==> config.mk <==
export PLATFORM = sky130hd
export DESIGN_NAME = dbgst_top
export DESIGN_NICKNAME = d
export VERILOG_FILES = /design/src/rtl/dbgst_pkg.sv /design/src/rtl/dbgst_top.sv
export VERILOG_INCLUDE_DIRS = /design/src /design/src/rtl
export SDC_FILE = /design/constraint.sdc
export NUM_CORES = 2
export LEC_CHECK = 0
export BUFFER_PORTS_ARGS = -buffer_cell sky130_fd_sc_hd__buf_4
export CAP_MARGIN = 10
export CORE_MARGIN = 2
export CORE_UTILIZATION = 35
export DETAILED_ROUTE_END_ITERATION = 10
export SETUP_SLACK_MARGIN = 0.3
export SLEW_MARGIN = 0
export SYNTH_ARGS = -nofsm -noshare
export SYNTH_HDL_FRONTEND = slang
export SYNTH_SLANG_ARGS = --single-unit
==> constraint.sdc <==
create_clock -name hclk -period 9.5 [get_ports hclk]
set_clock_uncertainty 0.1 [all_clocks]
set_input_delay 0.95 -clock hclk [delete_from_list [all_inputs] [get_ports hclk]]
set_output_delay 0.95 -clock hclk [all_outputs]
set_load 0.02 [all_outputs]
==> src/rtl/dbgst_regs.svh <==
// register indices, field positions and codes of the debug status block
// byte address of a register is four times its index
`ifndef DBGST_REGS_SVH
`define DBGST_REGS_SVH
`define DBGST_IDX_OSC 8'h07
`define DBGST_IDX_RAMSZ 8'h0C
`define DBGST_IDX_STAT 8'h10
`define DBGST_IDX_PC 8'h11
`define DBGST_IDX_SP 8'h12
`define DBGST_IDX_RTHR 8'h13
`define DBGST_IDX_RREG 8'h14
`define DBGST_IDX_CAUSE 8'h15
`define DBGST_IDX_DATA 8'h16
`define DBGST_IDX_HALT 8'h18
`define DBGST_IDX_MBOX 8'h20
`define DBGST_IDX_IBA 8'h30
`define DBGST_IDX_IBC 8'h40
`define DBGST_IDX_DWA 8'h50
`define DBGST_IDX_DWB 8'h60
`define DBGST_IDX_DWC 8'h70
`define DBGST_STAT_WMASK 11'h6DF
`define DBGST_STAT_ISSUE 8
`define DBGST_CTL_EN 0
`define DBGST_CTL_SEL 1
`define DBGST_DWC_LOAD 2
`define DBGST_CTL_THR_LSB 16
`define DBGST_CAUSE_HOST 3'h1
`define DBGST_CAUSE_CALL 3'h2
`define DBGST_CAUSE_IBRK 3'h3
`define DBGST_CAUSE_DWATCH 3'h4
`define DBGST_CAUSE_RWATCH 3'h5
`define DBGST_RAM_BYTES 32'h0008_0000
`endif

==> src/rtl/dbgst_pkg.sv <==
// types of the debug status block
// assumes dbgst_regs.svh holds all numbers
package dbgst_pkg;
    typedef struct packed {
        logic wr;
        logic [7:0] idx;
        logic [31:0] rdata;
        logic [31:0] cfg_rdata;
        logic [10:0] stat;
        logic [31:0] pc;
        logic [31:0] sp;
        logic [7:0] rthr;
        logic [4:0] rreg;
        logic [2:0] cause;
        logic [1:0] src;
        logic [7:0] thr;
        logic [31:0] data;
        logic [7:0] halt;
        logic [7:0] halt_out;
        logic irq;
        logic [7:0][31:0] mbox;
        logic [3:0][31:0] iba;
        logic [3:0][31:0] ibc;
        logic [3:0][31:0] dwa;
        logic [3:0][31:0] dwb;
        logic [3:0][31:0] dwc;
    } dbgst_state_t;
endpackage : dbgst_pkg

==> src/rtl/dbgst_top.sv <==
// debug status, breakpoint and watchpoint registers of one tile
// assumes an ahb-lite master and processor cores on hclk
//
// How it works
// - oscillator counts are 16 bits, upper bits zero, never reset
// - four read-only counts at consecutive indices 0x07 to 0x0A
// - ram capacity register reads byte size, two low bits zero
// - saved status word captured on debugger entry with its bit meanings
// - saved program counter captured on entry, debug-writable
// - saved stack pointer captured on entry, debug-writable
// - register-read operands: 8-bit thread and 5-bit register number
// - 3-bit cause code of the debug interrupt, reset zero
// - 2-bit source index, zero for host and call, lowest wins
// - 8-bit causing thread, zero for host requests
// - data register gets watch address or resource identifier
// - halt mask stops threads whenever debug mode is inactive
// - eight mailbox words shared with tile configuration access
// - four instruction breakpoints compare pc against address
// - breakpoint bit 0 enables, bit 1 selects inequality
// - per-thread enable byte in bits 23:16 of each control
// - four watchpoints own first and second address registers
// - watch control bit 2 allows loads, bit 1 picks and or or
//
// The AHB-Lite register port is this design's own decision.
`timescale 1ns/1ps
`include "dbgst_regs.svh"
module dbgst_top
    import dbgst_pkg::*;
(
    input wire logic hclk,
    input wire logic hresetn,
    input wire logic hsel,
    input wire logic [31:0] haddr,
    input wire logic [1:0] htrans,
    input wire logic hwrite,
    input wire logic [2:0] hsize,
    input wire logic [31:0] hwdata,
    input wire logic hready,
    output logic hreadyout,
    output logic hresp,
    output logic [31:0] hrdata,
    input wire logic dbg_mode,
    input wire logic dbg_enter,
    input wire logic [10:0] saved_status_word,
    input wire logic [31:0] saved_program_counter,
    input wire logic [31:0] saved_stack_pointer,
    input wire logic host_req,
    input wire logic call_valid,
    input wire logic [7:0] call_thread,
    input wire logic exec_valid,
    input wire logic [2:0] exec_thread,
    input wire logic [31:0] exec_pc,
    input wire logic mem_valid,
    input wire logic mem_load,
    input wire logic [2:0] mem_thread,
    input wire logic [31:0] mem_addr,
    input wire logic [3:0] res_hit,
    input wire logic [2:0] res_thread,
    input wire logic [31:0] res_id,
    input wire logic [3:0] osc_tick,
    input wire logic cfg_wr,
    input wire logic [2:0] cfg_idx,
    input wire logic [31:0] cfg_wdata,
    output logic [31:0] cfg_rdata,
    output logic dbg_irq,
    output logic [7:0] thread_halt,
    output logic [7:0] regread_thread,
    output logic [4:0] regread_reg
);

    // ====================================================
    // oscillator counters
    // ====================================================
    logic [3:0] osc_s1;
    logic [3:0] osc_s2;
    logic [3:0] osc_s3;
    logic [3:0][15:0] osc_cnt;

    // counts kept through reset
    // no reset here: counts must survive a system reset
    always_ff @(posedge hclk) begin
        osc_s1 <= osc_tick;
        osc_s2 <= osc_s1;
        osc_s3 <= osc_s2;
        for (int i = 0; i < 4; i++) begin
            if (osc_s2[i] && !osc_s3[i]) begin
                osc_cnt[i] <= osc_cnt[i] + 16'h0001;
            end
        end
    end

    // ====================================================
    // comparators
    // ====================================================
    dbgst_state_t s_q;
    dbgst_state_t s_d;
    logic [3:0] ib_hit;
    logic [3:0] dw_hit;
    logic [1:0] ib_low;
    logic [1:0] dw_low;
    logic [1:0] rw_low;
    logic take;

    always_comb begin
        ib_hit = 4'h0;
        dw_hit = 4'h0;
        for (int i = 0; i < 4; i++) begin
            ib_hit[i] = exec_valid && s_q.ibc[i][`DBGST_CTL_EN]
                && s_q.ibc[i][`DBGST_CTL_THR_LSB + exec_thread]
                && ((exec_pc == s_q.iba[i])
                    ^ s_q.ibc[i][`DBGST_CTL_SEL]);
            dw_hit[i] = mem_valid && s_q.dwc[i][`DBGST_CTL_EN]
                && s_q.dwc[i][`DBGST_CTL_THR_LSB + mem_thread]
                && (!mem_load || s_q.dwc[i][`DBGST_DWC_LOAD])
                && (s_q.dwc[i][`DBGST_CTL_SEL]
                    ? (mem_addr == s_q.dwa[i]
                       || mem_addr == s_q.dwb[i])
                    : (mem_addr == s_q.dwa[i]
                       && mem_addr == s_q.dwb[i]));
        end
    end

    always_comb begin
        ib_low = 2'h0;
        dw_low = 2'h0;
        rw_low = 2'h0;
        for (int i = 3; i >= 0; i--) begin
            if (ib_hit[i]) begin
                ib_low = 2'(i);
            end
            if (dw_hit[i]) begin
                dw_low = 2'(i);
            end
            if (res_hit[i]) begin
                rw_low = 2'(i);
            end
        end
    end

    // entry only outside debug mode and one pulse at a time
    assign take = !dbg_mode && !s_q.irq
        && (host_req || call_valid || (|ib_hit) || (|dw_hit)
            || (|res_hit));

    // ====================================================
    // next state
    // ====================================================
    logic acc;
    logic bus_wr;
    logic [7:0] widx;

    assign acc = hsel && htrans[1] && hready;
    assign widx = s_q.idx;
    assign bus_wr = s_q.wr && dbg_mode;

    always_comb begin
        s_d = s_q;
        s_d.wr = acc && hwrite;
        s_d.idx = acc ? haddr[9:2] : s_q.idx;
        s_d.irq = take;
        s_d.halt_out = dbg_mode ? 8'h00 : s_q.halt;
        // software writes first, hardware capture wins after
        if (bus_wr) begin
            unique case (widx)
                `DBGST_IDX_STAT: begin
                    s_d.stat = (s_q.stat & ~`DBGST_STAT_WMASK)
                        | (hwdata[10:0] & `DBGST_STAT_WMASK);
                end
                `DBGST_IDX_PC: s_d.pc = hwdata;
                `DBGST_IDX_SP: s_d.sp = hwdata;
                `DBGST_IDX_RTHR: s_d.rthr = hwdata[7:0];
                `DBGST_IDX_RREG: s_d.rreg = hwdata[4:0];
                `DBGST_IDX_CAUSE: begin
                    s_d.cause = hwdata[2:0];
                    s_d.thr = hwdata[15:8];
                    s_d.src = hwdata[17:16];
                end
                `DBGST_IDX_DATA: s_d.data = hwdata;
                `DBGST_IDX_HALT: s_d.halt = hwdata[7:0];
                default: begin
                    for (int i = 0; i < 8; i++) begin
                        if (widx == `DBGST_IDX_MBOX + 8'(i)) begin
                            s_d.mbox[i] = hwdata;
                        end
                    end
                    for (int i = 0; i < 4; i++) begin
                        if (widx == `DBGST_IDX_IBA + 8'(i)) begin
                            s_d.iba[i] = hwdata;
                        end
                        if (widx == `DBGST_IDX_IBC + 8'(i)) begin
                            s_d.ibc[i] = hwdata & 32'h00FF_0003;
                        end
                        if (widx == `DBGST_IDX_DWA + 8'(i)) begin
                            s_d.dwa[i] = hwdata;
                        end
                        if (widx == `DBGST_IDX_DWB + 8'(i)) begin
                            s_d.dwb[i] = hwdata;
                        end
                        if (widx == `DBGST_IDX_DWC + 8'(i)) begin
                            s_d.dwc[i] = hwdata & 32'h00FF_0007;
                        end
                    end
                end
            endcase
        end
        // shared mailbox, config port
        // config side ignores debug mode; a bus write the same
        // cycle to the same word loses
        if (cfg_wr) begin
            s_d.mbox[cfg_idx] = cfg_wdata;
        end
        s_d.cfg_rdata = s_d.mbox[cfg_idx];
        if (dbg_enter) begin
            s_d.stat = saved_status_word;
            s_d.pc = saved_program_counter;
            s_d.sp = saved_stack_pointer;
        end
        if (take) begin
            s_d.src = 2'h0;
            s_d.data = s_q.data;
            if (host_req) begin
                s_d.cause = `DBGST_CAUSE_HOST;
                s_d.thr = 8'h00;
            end else if (call_valid) begin
                s_d.cause = `DBGST_CAUSE_CALL;
                s_d.thr = call_thread;
            end else if (|ib_hit) begin
                s_d.cause = `DBGST_CAUSE_IBRK;
                s_d.thr = {5'h00, exec_thread};
                s_d.src = ib_low;
            end else if (|dw_hit) begin
                s_d.cause = `DBGST_CAUSE_DWATCH;
                s_d.thr = {5'h00, mem_thread};
                s_d.src = dw_low;
                s_d.data = mem_addr;
            end else begin
                s_d.cause = `DBGST_CAUSE_RWATCH;
                s_d.thr = {5'h00, res_thread};
                s_d.src = rw_low;
                s_d.data = res_id;
            end
        end
        // read data latched in the address phase
        s_d.rdata = s_q.rdata;
        if (acc && !hwrite) begin
            s_d.rdata = 32'h0000_0000;
            unique case (haddr[9:2])
                `DBGST_IDX_OSC: s_d.rdata = {16'h0000, osc_cnt[0]};
                `DBGST_IDX_OSC + 8'h01: s_d.rdata = {16'h0000, osc_cnt[1]};
                `DBGST_IDX_OSC + 8'h02: s_d.rdata = {16'h0000, osc_cnt[2]};
                `DBGST_IDX_OSC + 8'h03: s_d.rdata = {16'h0000, osc_cnt[3]};
                `DBGST_IDX_RAMSZ: begin
                    s_d.rdata = `DBGST_RAM_BYTES & 32'hFFFF_FFFC;
                end
                `DBGST_IDX_STAT: s_d.rdata = {21'h000000, s_q.stat};
                `DBGST_IDX_PC: s_d.rdata = s_q.pc;
                `DBGST_IDX_SP: s_d.rdata = s_q.sp;
                `DBGST_IDX_RTHR: s_d.rdata = {24'h000000, s_q.rthr};
                `DBGST_IDX_RREG: s_d.rdata = {27'h0000000, s_q.rreg};
                `DBGST_IDX_CAUSE: begin
                    s_d.rdata = {14'h0000, s_q.src, s_q.thr,
                        5'h00, s_q.cause};
                end
                `DBGST_IDX_DATA: s_d.rdata = s_q.data;
                `DBGST_IDX_HALT: s_d.rdata = {24'h000000, s_q.halt};
                default: begin
                    for (int i = 0; i < 8; i++) begin
                        if (haddr[9:2] == `DBGST_IDX_MBOX + 8'(i)) begin
                            s_d.rdata = s_q.mbox[i];
                        end
                    end
                    for (int i = 0; i < 4; i++) begin
                        if (haddr[9:2] == `DBGST_IDX_IBA + 8'(i)) begin
                            s_d.rdata = s_q.iba[i];
                        end
                        if (haddr[9:2] == `DBGST_IDX_IBC + 8'(i)) begin
                            s_d.rdata = s_q.ibc[i];
                        end
                        if (haddr[9:2] == `DBGST_IDX_DWA + 8'(i)) begin
                            s_d.rdata = s_q.dwa[i];
                        end
                        if (haddr[9:2] == `DBGST_IDX_DWB + 8'(i)) begin
                            s_d.rdata = s_q.dwb[i];
                        end
                        if (haddr[9:2] == `DBGST_IDX_DWC + 8'(i)) begin
                            s_d.rdata = s_q.dwc[i];
                        end
                    end
                end
            endcase
        end
    end

    // ====================================================
    // state register and outputs
    // ====================================================
    always_ff @(posedge hclk or negedge hresetn) begin
        if (!hresetn) begin
            s_q <= '0;
        end else begin
            s_q <= s_d;
        end
    end

    // zero wait states: every transfer completes in one data phase
    assign hreadyout = 1'b1;
    assign hresp = 1'b0;
    assign hrdata = s_q.rdata;
    assign cfg_rdata = s_q.cfg_rdata;
    assign dbg_irq = s_q.irq;
    assign thread_halt = s_q.halt_out;
    assign regread_thread = s_q.rthr;
    assign regread_reg = s_q.rreg;

    // ====================================================
    // assertions
    // ====================================================
    AST_HALT_GATE: assert property (@(posedge hclk) disable iff (!hresetn)
        !dbg_mode |=> thread_halt == $past(s_q.halt))
        else $error("halt mask not applied outside debug mode");

    AST_HALT_FREE: assert property (@(posedge hclk) disable iff (!hresetn)
        dbg_mode |=> thread_halt == 8'h00)
        else $error("threads halted during debug mode");

    AST_CAUSE_RANGE: assert property (@(posedge hclk)
        disable iff (!hresetn)
        dbg_irq |-> s_q.cause >= 3'h1 && s_q.cause <= 3'h5)
        else $error("cause code out of range on entry");

    AST_HOST_ZERO: assert property (@(posedge hclk) disable iff (!hresetn)
        take && host_req |=> s_q.thr == 8'h00 && s_q.src == 2'h0
        && s_q.cause == 3'h1)
        else $error("host entry left thread or source nonzero");

    AST_IB_LOW: assert property (@(posedge hclk) disable iff (!hresetn)
        take && !host_req && !call_valid && ib_hit[0]
        |=> s_q.src == 2'h0 && s_q.cause == 3'h3)
        else $error("breakpoint zero not reported");

    AST_DW_ADDR: assert property (@(posedge hclk) disable iff (!hresetn)
        dbg_irq && s_q.cause == 3'h4
        |-> s_q.data == $past(mem_addr))
        else $error("watch address not captured");

    AST_WR_LOCK: assert property (@(posedge hclk) disable iff (!hresetn)
        s_q.wr && !dbg_mode && !dbg_enter
        |=> $stable(s_q.pc) && $stable(s_q.halt))
        else $error("register changed by write outside debug mode");

    AST_CAUSE_HOLD: assert property (@(posedge hclk)
        disable iff (!hresetn)
        !take && !bus_wr |=> $stable(s_q.cause) && $stable(s_q.thr)
        && $stable(s_q.src))
        else $error("cause changed without entry");

    AST_IRQ_PULSE: assert property (@(posedge hclk)
        disable iff (!hresetn)
        dbg_irq |=> !dbg_irq)
        else $error("debug interrupt longer than one cycle");

    AST_IB_DISABLED: assert property (@(posedge hclk)
        disable iff (!hresetn)
        !s_q.ibc[0][0] |-> !ib_hit[0])
        else $error("disabled breakpoint fired");

endmodule : dbgst_top

==> metrics.txt <==
reg-to-reg endpoint s_q[947]; synthesis warning total 0; status finished clean; Comb pwr share 0.149; drt pass-1 iters 9; H-tree depth 3; reg2reg setup slack between 4 and 5 ns; vias about 48,000; vias in the first global route between 40,000 and 50,000; cts repair resizes 0; final period utilization 0.586; Mapped Cells 5,345; maximum fanout along the worst path 42; Post-synth EDFFs 64; final critical-path required period roughly 5.6 ns; first-pass GRT wire length about 360,000 um; GP Congestion 1.00; Die Area about 0.16 mm^2; main area contributors after synthesis dfrtp_1 (42%), mux2_2 (11%), mux2i_1 (4.7%), xnor2_1 (4.5%), edfxtp_1 (3.4%); Worst slew margin 0.0930; # port buffers 370; mapped cell area approximately 0.056 mm^2; post-route ant nets 0; sequential share of power 0.452; FMAX 0.180 GHz; CTS clk-pin slew, worst paths ~0.060 ns; Top FF cell, synth dfrtp_1; number of I/O pins around 400; clk buf depth 3; DRC 0; Reg with most FFs s_q; GRT Util Overall 0.307; Power per Cell Area 176 mW/mm^2; Final setup viols 0; final worst slack between 3 and 4 ns; die width between 400 and 500 um; # hold bufs at CTS 0; total grt overflow 0; startpoint types input port; max FFs per register approximately 850; R2R depth 11; Cell Int Power around 8000 uW; FF+latch count, synth slightly above 1,000; Switching Share 0.290; die height between 400 and 500 um; Setup WS pre-CTS between 3 and 4 ns; Final Hold Viols 0; final wirelength 260,000 um; initial DRC count around 7,500; vias per inst roughly 6.3; setup TNS 0 ns; pin count of the biggest net entering global routing 161; commonest non-fill, non-tap cell in the layout dfrtp_1; Final Max Slew Viols 0; initial antenna violation count 55; detailed-route wire length per cell about 34 um; Synth top area share 0.420; Synthesized Nets approximately 5,700; Cell variety after synth 80; unrepaired setup endpoints after global routing false; Placement Rows 147; leakage power roughly 0.028 uW; Sink Count 1,023; Largest regs s_q: 853 flops, osc_cnt: 64 flops; CP Data Required Time approximately 10 ns; P_sw roughly 3300 uW; HP Class in2async; Tightest Pin Transition 1.36 ns; most frequent cells in the layout dfrtp_1 (947), mux2_2 (568), buf_4 (480); setup bufs post-CTS 0; root buffer selected by CTS clkbuf_16; reg-to-reg startpoint s_q[337]; Yosys top cell by area dfrtp_1; Seq/Total Area, Yosys 0.458; TritonCTS clock tree done; Crit Path Class in2reg; # Max-Cap Violations 0; layout cells sized above 1 0.251; asr flop ratio synth 0.926; Arr. time, crit path around 6 ns; total power draw roughly 11,000 uW; peak supply drop around 0.18 mV; Mean Syn Cell Area approximately 11 um^2; clk_lat worst skew 0.77 ns; power share of the clock group 0.398; Starting Density 0.352; fin nets 5,668; area delta synth->final 13.7%; CP Capture Type flip-flop; dpl hpwl 180,000 um; Core Area between 0.15 and 0.2 mm^2; total CTS buffers about 110
==> cell families (layout without fill, tap and decap cells) <==
logic type,after synthesis,count (layout),share of synthesized area
multiplexers,914,914,0.192
buffers and inverters,617,712,0.0482
flip-flops,1023,1023,0.458
AO/OA/AOI/OAI,1163,1163,0.136
adder cells (fa/ha/maj),4,4,0.000887
XOR/XNOR,440,440,0.0683
AND/OR/NAND/NOR,1182,1182,0.0957
other,2,18,0.000133
==> synth_stat cells (10+ instances only) <==
master and instances:
a211oi_1 17, a21oi_1 307, a221o_1 49, a221oi_1 121, a222oi_1 38, a22o_1 19
a22oi_1 90, a31oi_1 55, and3_1 15, buf_1 80, buf_2 50, buf_4 88
clkbuf_1 372, dfrtp_1 947, dfxtp_1 12, edfxtp_1 64, inv_1 24, mux2_2 568
mux2i_1 266, mux4_2 80, nand2_1 432, nand2b_1 13, nand3_1 56, nand4_1 90
nand4b_1 10, nor2_1 385, nor2b_1 31, nor3_1 34, nor4_1 53, o211ai_1 17
o21ai_0 294, o221ai_1 60, o22a_1 16, o22ai_1 25, xnor2_1 292, xor2_1 148
==> area by class of cell <==
class / count / area, um^2
Fill cell: 15700 / 96200
Clock inverter: 30 / 305
Multi-Input combinational cell: 3705 / 28100
Sequential cell: 1023 / 25900
Tap cell: 2160 / 2700
Timing Repair Buffer: 483 / 3660
Clock buffer: 175 / 3400
Inverter: 24 / 90.1
Antenna cell: 16 / 40.0
==> worst max-delay path by stage <==
stage / startpoint / to / slack, ns / cells after the start
after floorplan: mem_thread[0] / s_q[939] / 5.49 / 12
after global placement: haddr[7] / hrdata[2] / 3.59 / 11
after detailed placement: haddr[7] / hrdata[2] / 3.57 / 11
after CTS: haddr[7] / hrdata[2] / 4.35 / 11
after global routing: haddr[3] / hrdata[28] / 4.09 / 11
final: haddr[3] / hrdata[28] / 3.93 / 11
==> per-layer routing <==
layer	GRT usage	part of all wire	vias up	wire length [um]
li1	-	-	19400	-
met1	0.408	0.39	24500	101000
met2	0.436	0.42	3288	109000
met3	0.104	0.13	684	33200
met4	0.168	0.063	54	16200
met5	0.000595	0.0013	-	342
==> critical path, stage by stage <==
cell and delay, ns:
buf_4 0.29, nor4b_2 0.27, buf_4 0.20, nand2_1 0.24
nand2_1 0.32, nor3_2 0.97, o221ai_1 0.50, a31oi_1 1.00
o221ai_1 0.70, a21oi_1 0.46, o22a_1 0.20
==> through the flow <==
step | std cells | hold slack (ns) | area [um^2] | utilization
after floorplan | 5345 | 0.210 | 56400 | -
final | 7616 | 0.172 | 64200 | 0.400
after global routing | 7609 | 0.157 | 64100 | 0.400
after global placement | 7395 | 0.215 | 60400 | 0.377
after CTS | 7600 | 0.138 | 64100 | 0.400
after detailed placement | 7395 | 0.215 | 60400 | 0.377
==> power by group through the flow <==
stage               Sequential, uW  Combinational (uW)  Clock (uW)
floorplan                     5040                1050           0
global placement              5160                1620           0
detailed placement            5170                1650           0
CTS                           5090                1650        4500
global route                  5140                1780        4680
finish                        5100                1690        4490
(Power assumes the default switching activity.)
